==> src/verilog/sifa_pkg.sv <==
// Purpose: Constants for the submodule interrupt flag aggregator
// Assumes: AXI4-Lite register access, 32-bit data, one aligned word per register
// Notes: Offsets are byte addresses of the register file
package sifa_pkg;
  // ****************************************
  // Sizes
  // ****************************************
  localparam int unsigned SIFA_GRP_W = 16;
  localparam int unsigned SIFA_LVL_N = 2;
  localparam int unsigned SIFA_ADDR_W = 8;
  // ****************************************
  // Register offsets
  // ****************************************
  localparam logic [7:0] SIFA_OFF_STATUS = 8'h00;
  localparam logic [7:0] SIFA_OFF_ENABLE0 = 8'h04;
  localparam logic [7:0] SIFA_OFF_ENABLE1 = 8'h08;
  localparam logic [7:0] SIFA_OFF_PEND0 = 8'h0c;
  localparam logic [7:0] SIFA_OFF_PEND1 = 8'h10;
  localparam logic [7:0] SIFA_OFF_EVT_STAT = 8'h14;
  localparam logic [7:0] SIFA_OFF_EVT_MASK = 8'h18;
  // ****************************************
  // Reset values and masks
  // ****************************************
  localparam logic [15:0] SIFA_STATUS_RST = 16'h0000;
  localparam logic [15:0] SIFA_ENABLE_RST = 16'h0000;
  localparam logic [15:0] SIFA_IMPL_MASK_DEF = 16'hffff;
  localparam logic [1:0] SIFA_EVT_RST = 2'h0;
  localparam logic [1:0] SIFA_RESP_OKAY = 2'h0;
  localparam logic [1:0] SIFA_RESP_SLVERR = 2'h2;
  // Event status bits: level request rose
  localparam int unsigned SIFA_EVT_W = 2;
endpackage

==> src/verilog/sifa_flag_if.sv <==
// Purpose: Carries pending words and request bits between core and request stage
// Assumes: Single clock domain
// Notes: Pending words are combinational from the core
`timescale 1ns/1ps
`default_nettype none
interface sifa_flag_if;
  import sifa_pkg::*;
  logic [SIFA_GRP_W-1:0] pend0;
  logic [SIFA_GRP_W-1:0] pend1;
  logic [SIFA_LVL_N-1:0] req;
  modport core (output pend0, output pend1, input req);
  modport stage (input pend0, input pend1, output req);
endinterface
`default_nettype wire

==> src/verilog/sifa_req_stage.sv <==
// Purpose: Interrupt control section: turns pending words into per-level requests
// Assumes: Pending words are stable in the clock domain
// Notes: Requests are registered for clean outputs
`timescale 1ns/1ps
`default_nettype none
module sifa_req_stage
  import sifa_pkg::*;
(
  // Clock and reset
  input wire logic sys_clk,
  input wire logic rst_n,
  input wire logic clk_en,
  // Flag words
  sifa_flag_if.stage fl
);
  logic [SIFA_LVL_N-1:0] req_r;
  always_ff @(posedge sys_clk)
  begin
    if (!rst_n)
      req_r <= '0;
    else if (clk_en)
      req_r <= {|fl.pend1, |fl.pend0};
  end
  assign fl.req = req_r;
endmodule
`default_nettype wire

==> src/verilog/sifa_top.sv <==
// Purpose: Submodule interrupt flag aggregator with AXI4-Lite registers
// Assumes: Flag lines come from logic on sys_clk; one group of sixteen submodules
// Notes: Two request levels, each with its own enable and pending register
//
// The address map and the AXI4-Lite register port were decided locally.
`timescale 1ns/1ps
`default_nettype none
module sifa_top
  import sifa_pkg::*;
#(
  parameter logic [15:0] IMPL_MASK = SIFA_IMPL_MASK_DEF
)
(
  // Clock and reset
  input wire logic sys_clk,
  input wire logic rst_n,
  input wire logic clk_en,
  // Submodule flag lines, group 0
  input wire logic [15:0] flag_in,
  // Request levels to the CPU
  output logic [1:0] level_req,
  output logic irq,
  // AXI4-Lite write address
  input wire logic [7:0] s_axi_awaddr,
  input wire logic s_axi_awvalid,
  output logic s_axi_awready,
  // AXI4-Lite write data
  input wire logic [31:0] s_axi_wdata,
  input wire logic [3:0] s_axi_wstrb,
  input wire logic s_axi_wvalid,
  output logic s_axi_wready,
  // AXI4-Lite write response
  output logic [1:0] s_axi_bresp,
  output logic s_axi_bvalid,
  input wire logic s_axi_bready,
  // AXI4-Lite read address
  input wire logic [7:0] s_axi_araddr,
  input wire logic s_axi_arvalid,
  output logic s_axi_arready,
  // AXI4-Lite read data
  output logic [31:0] s_axi_rdata,
  output logic [1:0] s_axi_rresp,
  output logic s_axi_rvalid,
  input wire logic s_axi_rready
);
  // ****************************************
  // Storage
  // ****************************************
  logic [15:0] status_r;
  logic [15:0] armed_r;
  logic [15:0] enable0_r;
  logic [15:0] enable1_r;
  logic [1:0] evt_stat_r;
  logic [1:0] evt_mask_r;
  logic [1:0] req_q_r;
  logic [7:0] aw_addr_r;
  logic aw_have_r;
  logic [31:0] w_data_r;
  logic [3:0] w_strb_r;
  logic w_have_r;
  logic do_wr;
  logic do_rd;
  logic [31:0] rd_word;
  logic rd_hit;
  logic wr_hit;
  logic [15:0] clr_req;
  logic [15:0] wr_lo;
  logic [1:0] evt_wr;
  logic [15:0] lane_mask;
  logic wsel_status;
  logic wsel_en0;
  logic wsel_en1;
  logic wsel_evt_stat;
  logic wsel_evt_mask;
  logic rsel_status;
  sifa_flag_if fl ();

  // ****************************************
  // Write channel capture
  // ****************************************
  // Ready only while running, so no beat is taken during a freeze and then lost
  assign s_axi_awready = clk_en && !aw_have_r && !s_axi_bvalid;
  assign s_axi_wready = clk_en && !w_have_r && !s_axi_bvalid;
  assign do_wr = aw_have_r && w_have_r && !s_axi_bvalid;

  always_ff @(posedge sys_clk)
  begin
    if (!rst_n)
    begin
      aw_have_r <= 1'b0;
      aw_addr_r <= 8'h00;
    end
    else if (clk_en)
    begin
      if (s_axi_awvalid && s_axi_awready)
      begin
        aw_have_r <= 1'b1;
        aw_addr_r <= s_axi_awaddr;
      end
      else if (do_wr)
        aw_have_r <= 1'b0;
    end
  end

  always_ff @(posedge sys_clk)
  begin
    if (!rst_n)
    begin
      w_have_r <= 1'b0;
      w_data_r <= 32'h0000_0000;
      w_strb_r <= 4'h0;
    end
    else if (clk_en)
    begin
      if (s_axi_wvalid && s_axi_wready)
      begin
        w_have_r <= 1'b1;
        w_data_r <= s_axi_wdata;
        w_strb_r <= s_axi_wstrb;
      end
      else if (do_wr)
        w_have_r <= 1'b0;
    end
  end

  always_comb
  begin
    wr_hit = 1'b1;
    unique case ({aw_addr_r[7:2], 2'b00})
      SIFA_OFF_STATUS, SIFA_OFF_ENABLE0, SIFA_OFF_ENABLE1,
      SIFA_OFF_PEND0, SIFA_OFF_PEND1, SIFA_OFF_EVT_STAT, SIFA_OFF_EVT_MASK:
        wr_hit = 1'b1;
      default:
        wr_hit = 1'b0;
    endcase
  end

  // ****************************************
  // Write response
  // ****************************************
  // Responses hold through a freeze: the master must pause with clk_en as well
  always_ff @(posedge sys_clk)
  begin
    if (!rst_n)
    begin
      s_axi_bvalid <= 1'b0;
      s_axi_bresp <= SIFA_RESP_OKAY;
    end
    else if (clk_en)
    begin
      if (do_wr)
      begin
        s_axi_bvalid <= 1'b1;
        s_axi_bresp <= wr_hit ? SIFA_RESP_OKAY : SIFA_RESP_SLVERR;
      end
      else if (s_axi_bready)
        s_axi_bvalid <= 1'b0;
    end
  end

  // Byte lanes apply to the low half word
  generate
    for (genvar b = 0; b < 16; b++)
    begin : g_lane
      assign lane_mask[b] = w_strb_r[b/8];
      assign wr_lo[b] = lane_mask[b] ? w_data_r[b] : 1'b1;
    end
  endgenerate

  // ****************************************
  // Address decode
  // ****************************************
  // Only word bits take part, so byte offsets inside a word alias one register
  assign wsel_status = do_wr && aw_addr_r[7:2] == SIFA_OFF_STATUS[7:2];
  assign wsel_en0 = do_wr && aw_addr_r[7:2] == SIFA_OFF_ENABLE0[7:2];
  assign wsel_en1 = do_wr && aw_addr_r[7:2] == SIFA_OFF_ENABLE1[7:2];
  assign wsel_evt_stat = do_wr && aw_addr_r[7:2] == SIFA_OFF_EVT_STAT[7:2];
  assign wsel_evt_mask = do_wr && aw_addr_r[7:2] == SIFA_OFF_EVT_MASK[7:2];
  assign rsel_status = do_rd && s_axi_araddr[7:2] == SIFA_OFF_STATUS[7:2];

  // ****************************************
  // Status flags
  // ****************************************
  // Only zeros clear
  assign clr_req = wsel_status ? ~wr_lo : 16'h0000;

  always_ff @(posedge sys_clk)
  begin
    if (!rst_n)
      status_r <= SIFA_STATUS_RST;
    else if (clk_en)
      // Clear needs prior read; set wins over clear
      status_r <= ((status_r & ~(clr_req & armed_r)) | flag_in) & IMPL_MASK;
  end

  // Arm a bit when a status read returns it as one; a clear consumes the arm
  // Read-before-clear tracking
  always_ff @(posedge sys_clk)
  begin
    if (!rst_n)
      armed_r <= 16'h0000;
    else if (clk_en)
    begin
      if (rsel_status)
        armed_r <= (armed_r & ~clr_req) | status_r;
      else
        armed_r <= armed_r & ~clr_req & status_r;
    end
  end

  // ****************************************
  // Enables
  // ****************************************
  // Per-level enable bits
  always_ff @(posedge sys_clk)
  begin
    if (!rst_n)
    begin
      enable0_r <= SIFA_ENABLE_RST;
      enable1_r <= SIFA_ENABLE_RST;
    end
    else if (clk_en && do_wr)
    begin
      if (wsel_en0)
        enable0_r <= (enable0_r & ~lane_mask) | (w_data_r[15:0] & lane_mask);
      if (wsel_en1)
        enable1_r <= (enable1_r & ~lane_mask) | (w_data_r[15:0] & lane_mask);
    end
  end

  // ****************************************
  // Pending requests
  // ****************************************
  // Pending is status AND enable
  assign fl.pend0 = status_r & enable0_r;
  assign fl.pend1 = status_r & enable1_r;

  // ****************************************
  // Request forwarding
  // ****************************************
  // Forward to the control section
  sifa_req_stage u_stage (
    .sys_clk(sys_clk),
    .rst_n(rst_n),
    .clk_en(clk_en),
    .fl(fl.stage)
  );
  assign level_req = fl.req;

  // ****************************************
  // Interrupt events
  // ****************************************
  assign evt_wr = (wsel_evt_stat && w_strb_r[0]) ? w_data_r[1:0] : 2'b00;

  always_ff @(posedge sys_clk)
  begin
    if (!rst_n)
    begin
      req_q_r <= SIFA_EVT_RST;
      evt_stat_r <= SIFA_EVT_RST;
    end
    else if (clk_en)
    begin
      req_q_r <= fl.req;
      // Rising request sets sticky bit; set wins over write-one clear
      evt_stat_r <= (evt_stat_r & ~evt_wr) | (fl.req & ~req_q_r);
    end
  end

  always_ff @(posedge sys_clk)
  begin
    if (!rst_n)
      evt_mask_r <= SIFA_EVT_RST;
    else if (clk_en && wsel_evt_mask && w_strb_r[0])
      evt_mask_r <= w_data_r[1:0];
  end

  assign irq = |(evt_stat_r & evt_mask_r);

  // ****************************************
  // Read channel
  // ****************************************
  assign s_axi_arready = clk_en && !s_axi_rvalid;
  assign do_rd = s_axi_arvalid && s_axi_arready;

  // All sixteen flags in one read
  always_comb
  begin
    rd_word = 32'h0000_0000;
    rd_hit = 1'b1;
    unique case ({s_axi_araddr[7:2], 2'b00})
      SIFA_OFF_STATUS: rd_word[15:0] = status_r;
      SIFA_OFF_ENABLE0: rd_word[15:0] = enable0_r;
      SIFA_OFF_ENABLE1: rd_word[15:0] = enable1_r;
      SIFA_OFF_PEND0: rd_word[15:0] = fl.pend0;
      SIFA_OFF_PEND1: rd_word[15:0] = fl.pend1;
      SIFA_OFF_EVT_STAT: rd_word[1:0] = evt_stat_r;
      SIFA_OFF_EVT_MASK: rd_word[1:0] = evt_mask_r;
      default: rd_hit = 1'b0;
    endcase
  end

  // ****************************************
  // Read response
  // ****************************************
  always_ff @(posedge sys_clk)
  begin
    if (!rst_n)
    begin
      s_axi_rvalid <= 1'b0;
      s_axi_rdata <= 32'h0000_0000;
      s_axi_rresp <= SIFA_RESP_OKAY;
    end
    else if (clk_en)
    begin
      if (do_rd)
      begin
        s_axi_rvalid <= 1'b1;
        s_axi_rdata <= rd_word;
        s_axi_rresp <= rd_hit ? SIFA_RESP_OKAY : SIFA_RESP_SLVERR;
      end
      else if (s_axi_rready)
        s_axi_rvalid <= 1'b0;
    end
  end
endmodule
`default_nettype wire
==> config.mk <==
export PLATFORM = sky130hd
export DESIGN_NAME = sifa_top
export DESIGN_NICKNAME = d
export VERILOG_FILES = /design/src/verilog/sifa_pkg.sv /design/src/verilog/sifa_flag_if.sv /design/src/verilog/sifa_req_stage.sv /design/src/verilog/sifa_top.sv
export SDC_FILE = /design/constraint.sdc
export NUM_CORES = 1
export LEC_CHECK = 0
export BUFFER_PORTS_ARGS = -buffer_cell sky130_fd_sc_hd__clkbuf_2
export CAP_MARGIN = 25
export CORE_ASPECT_RATIO = 0.6
export CORE_MARGIN = 3
export CORE_UTILIZATION = 30
export CTS_CLUSTER_DIAMETER = 200
export CTS_CLUSTER_SIZE = 16
export DETAILED_ROUTE_END_ITERATION = 6
export SLEW_MARGIN = 5
export SYNTH_ARGS = -nofsm -noshare
export SYNTH_HDL_FRONTEND = slang
export SYNTH_SLANG_ARGS = --single-unit
export TNS_END_PERCENT = 5
==> constraint.sdc <==
create_clock -name sys_clk -period 3 [get_ports sys_clk]
set_clock_uncertainty 0.15 [all_clocks]
set_input_delay 0.6 -clock sys_clk [delete_from_list [all_inputs] [get_ports sys_clk]]
set_output_delay 0.6 -clock sys_clk [all_outputs]
set_load 0.03 [all_outputs]
==> qor.yml <==
status: "completed"
worstMarginPinSlew_ns: 0.685
reg2reg_depth: 5
drv_cap: 0
synth-seq-cells: 118
p_switching_uw: 930
clockPowerShare: 0.493
drt_pass1_iterations: 5
grt_usage: 0.151
synth_compound_area_frac: 0.242
synth_cell_types: 53
synth_top_family_by_area: "compound AO/OA/AOI/OAI gates"
n_fill_cell: 2024
design.core.area_um2: 19200
period_needed_ns: 2.25
grt_antenna_before_repair: 0
clk_latency_ns: 0.41
regToRegSetupSlack_ns: 1.08
synthXorXnorAreaFrac: 0
end_kind: "output pin"
synth_area_leaders: "dfxtp_1 40%, mux2i_1 7.1%, nand2_1 6.7%"
cts_tree: "built"
share_comb_of_total_power: 0.077
grt_pass1_vias: 4544
finalWirelength_mm: 16.5
netlist_instances: 691
cts.sinks: 118
cts_resized: 0
drtIter0Drc: 400
die_w_um: 187
h-tree-depth: 4
syn_avg_cell_area_um2: 8.58
path_clk_slew_ns: 0.05
tns_ns: 0
grt_overflow_total: 0
start_util: 0.308
cts_made_buffers: 17
synthesis.area_um2: 5930
clock-root-buffer: "clkbuf_16"
setup_viol: 0
synthMuxAreaShare: 0.0709
synthSimpleGateAreaFrac: 0.224
hpwl_mm: 12.2
synthFlopType: "dfxtp_1"
fin_nets: 835
fin_crit_sh: 0.749
port_buffers: 79
ioPinCount: 120
p_total_mw: 3.89
power_density_nw_per_um2: 555
grt_pass1_wl_mm: 25.6
worstSetupStartpoint: "clk_en"
final_common_cell: "dfxtp_1"
p_leak_nw: 2.86
viasPerCell: 4.90
syn2layout_area_growth_pct: 18.3
p_sw_frac: 0.239
wl_per_cell_um: 15.9
ys_seq_area_frac: 0.398
crit_required_ns: 2.25
hp-start: "s_axi_wdata[13]"
hold_slack_ns: 0.263
place.gp.congestion: 0.903
synth_edf_count: 0
peakVddDrop_mv: 0.409
post-route-util: 0.365
slew_headroom: 0.542
synthAdderAreaFrac: 0
cts_setup_buffers: 0
p_int_mw: 2.96
path_class: "input pin to output pin"
power_frac_seq: 0.430
yosys_warnings: 0
dieArea_um2: 21500
crit_arrival_ns: 1.50
drc: 0
mostFrequentLayoutCells: "118 x dfxtp_1, 106 x nand2_1, 78 x clkbuf_2"
die_y_um: 115
layout-drive-gt1-share: 0.193
synth_async_sr_flop_share: 0
slew_viol_final: 0
row_count: 39
vias: 5082
antenna_cells: 0
fmax_mhz: 445
r2r-start: "s_axi_bvalid$_SDFFE_PN0P_"
synth.top_cell.area_share: 0.398
grt_max_degree: 123
hold_class: "input pin to flip-flop"
hold_viol: 0
cts_hold_buf: 0
hold_end: "w_data_r[13]$_SDFFE_PN0P_"
yosysTopAreaCell: "dfxtp_1"
stdcell_area_um2: 7010
dpl-instance-area_um2: 6450
worstHoldPathCells: 3
cts.path.max_buffers: 2
postRouteAntennaNets: 0
rsz0062_at_grt: "no"
path_max_fanout: 10
start_kind: "input pin"
[kinds of logic (layout without fill, tap and decap cells)]
family	after synthesis	after routing
AOI/OAI and AO/OA	215	215
DFF	118	118
buffers and inverters	64	127
and+or+nand+nor	251	251
other	1	18
muxes	42	42
[through the flow]
stage          cells  worst slack, ns
5_1_grt         1037            0.672
6_report        1037            0.754
4_1_cts         1036            0.771
3_3_place_gp    1005            0.503
2_1_floorplan    708            0.828
3_5_place_dp    1005            0.499
[routing by layer]
layer | track usage | up-vias | part of all wire
li1 | - | 2543 | -
met1 | 0.227 | 2344 | 0.52
met2 | 0.206 | 188 | 0.39
met3 | 0.0497 | 7 | 0.092
met4 | 0.0350 | 0 | 0.0047
met5 | 0 | - | 0
[worst max path at each step]
stage                                        end  depth (start not counted)
floorplan              w_data_r[10]$_SDFFE_PN0P_                          7
global placement    s_axi_rdata[12]$_SDFFE_PN0P_                          5
detailed placement   s_axi_rdata[4]$_SDFFE_PN0P_                          5
CTS                                 s_axi_wready                          5
global route                        s_axi_wready                          5
finish                              s_axi_wready                          5
[power by group through the flow]
stage | registers, mW | logic [mW] | clock network (mW)
after floorplan | 1.69 | 0.227 | 0
after global placement | 1.70 | 0.293 | 0
after detailed placement | 1.71 | 0.296 | 0
after CTS | 1.67 | 0.297 | 1.95
after global routing | 1.68 | 0.329 | 2.04
final | 1.67 | 0.299 | 1.92
[final cells by class]
| type | count | area (um^2) | share of cell area |
|---|---|---|---|
| Clock buffer | 28 | 517 | 0.0737 |
| Multi-Input combinational cell | 526 | 3250 | 0.464 |
| Inverter | 7 | 26.3 | 0.00375 |
| Clock inverter | 3 | 40.0 | 0.00571 |
| Timing Repair Buffer | 89 | 483 | 0.0689 |
| Tap cell | 266 | 333 | 0.0474 |
| Sequential cell | 118 | 2360 | 0.337 |
[synth_stat cells, drive strengths merged (2+ instances only)]
cell	instances
nor3	4
nand4	6
nand3	8
a22oi	20
nand2b	30
o21ai	77
nor2	28
and2	4
nor2b	51
a21oi	26
a222oi	2
a31oi	10
dfxtp	118
buf	33
and4b	2
inv	7
mux2i	42
nand2	108
and3	2
o22ai	2
a31o	16
a21o	8
and3b	3
o2111ai	2
a21boi	40
a32o	8
clkbuf	24
[critical path, cell delays in order]
cell	delay, ns
clkbuf_2	0.23
buf_4	0.20
nand2b_1	0.07
nor2_1	0.15
clkbuf_2	0.24
Power figures use the tool's default switching activity.
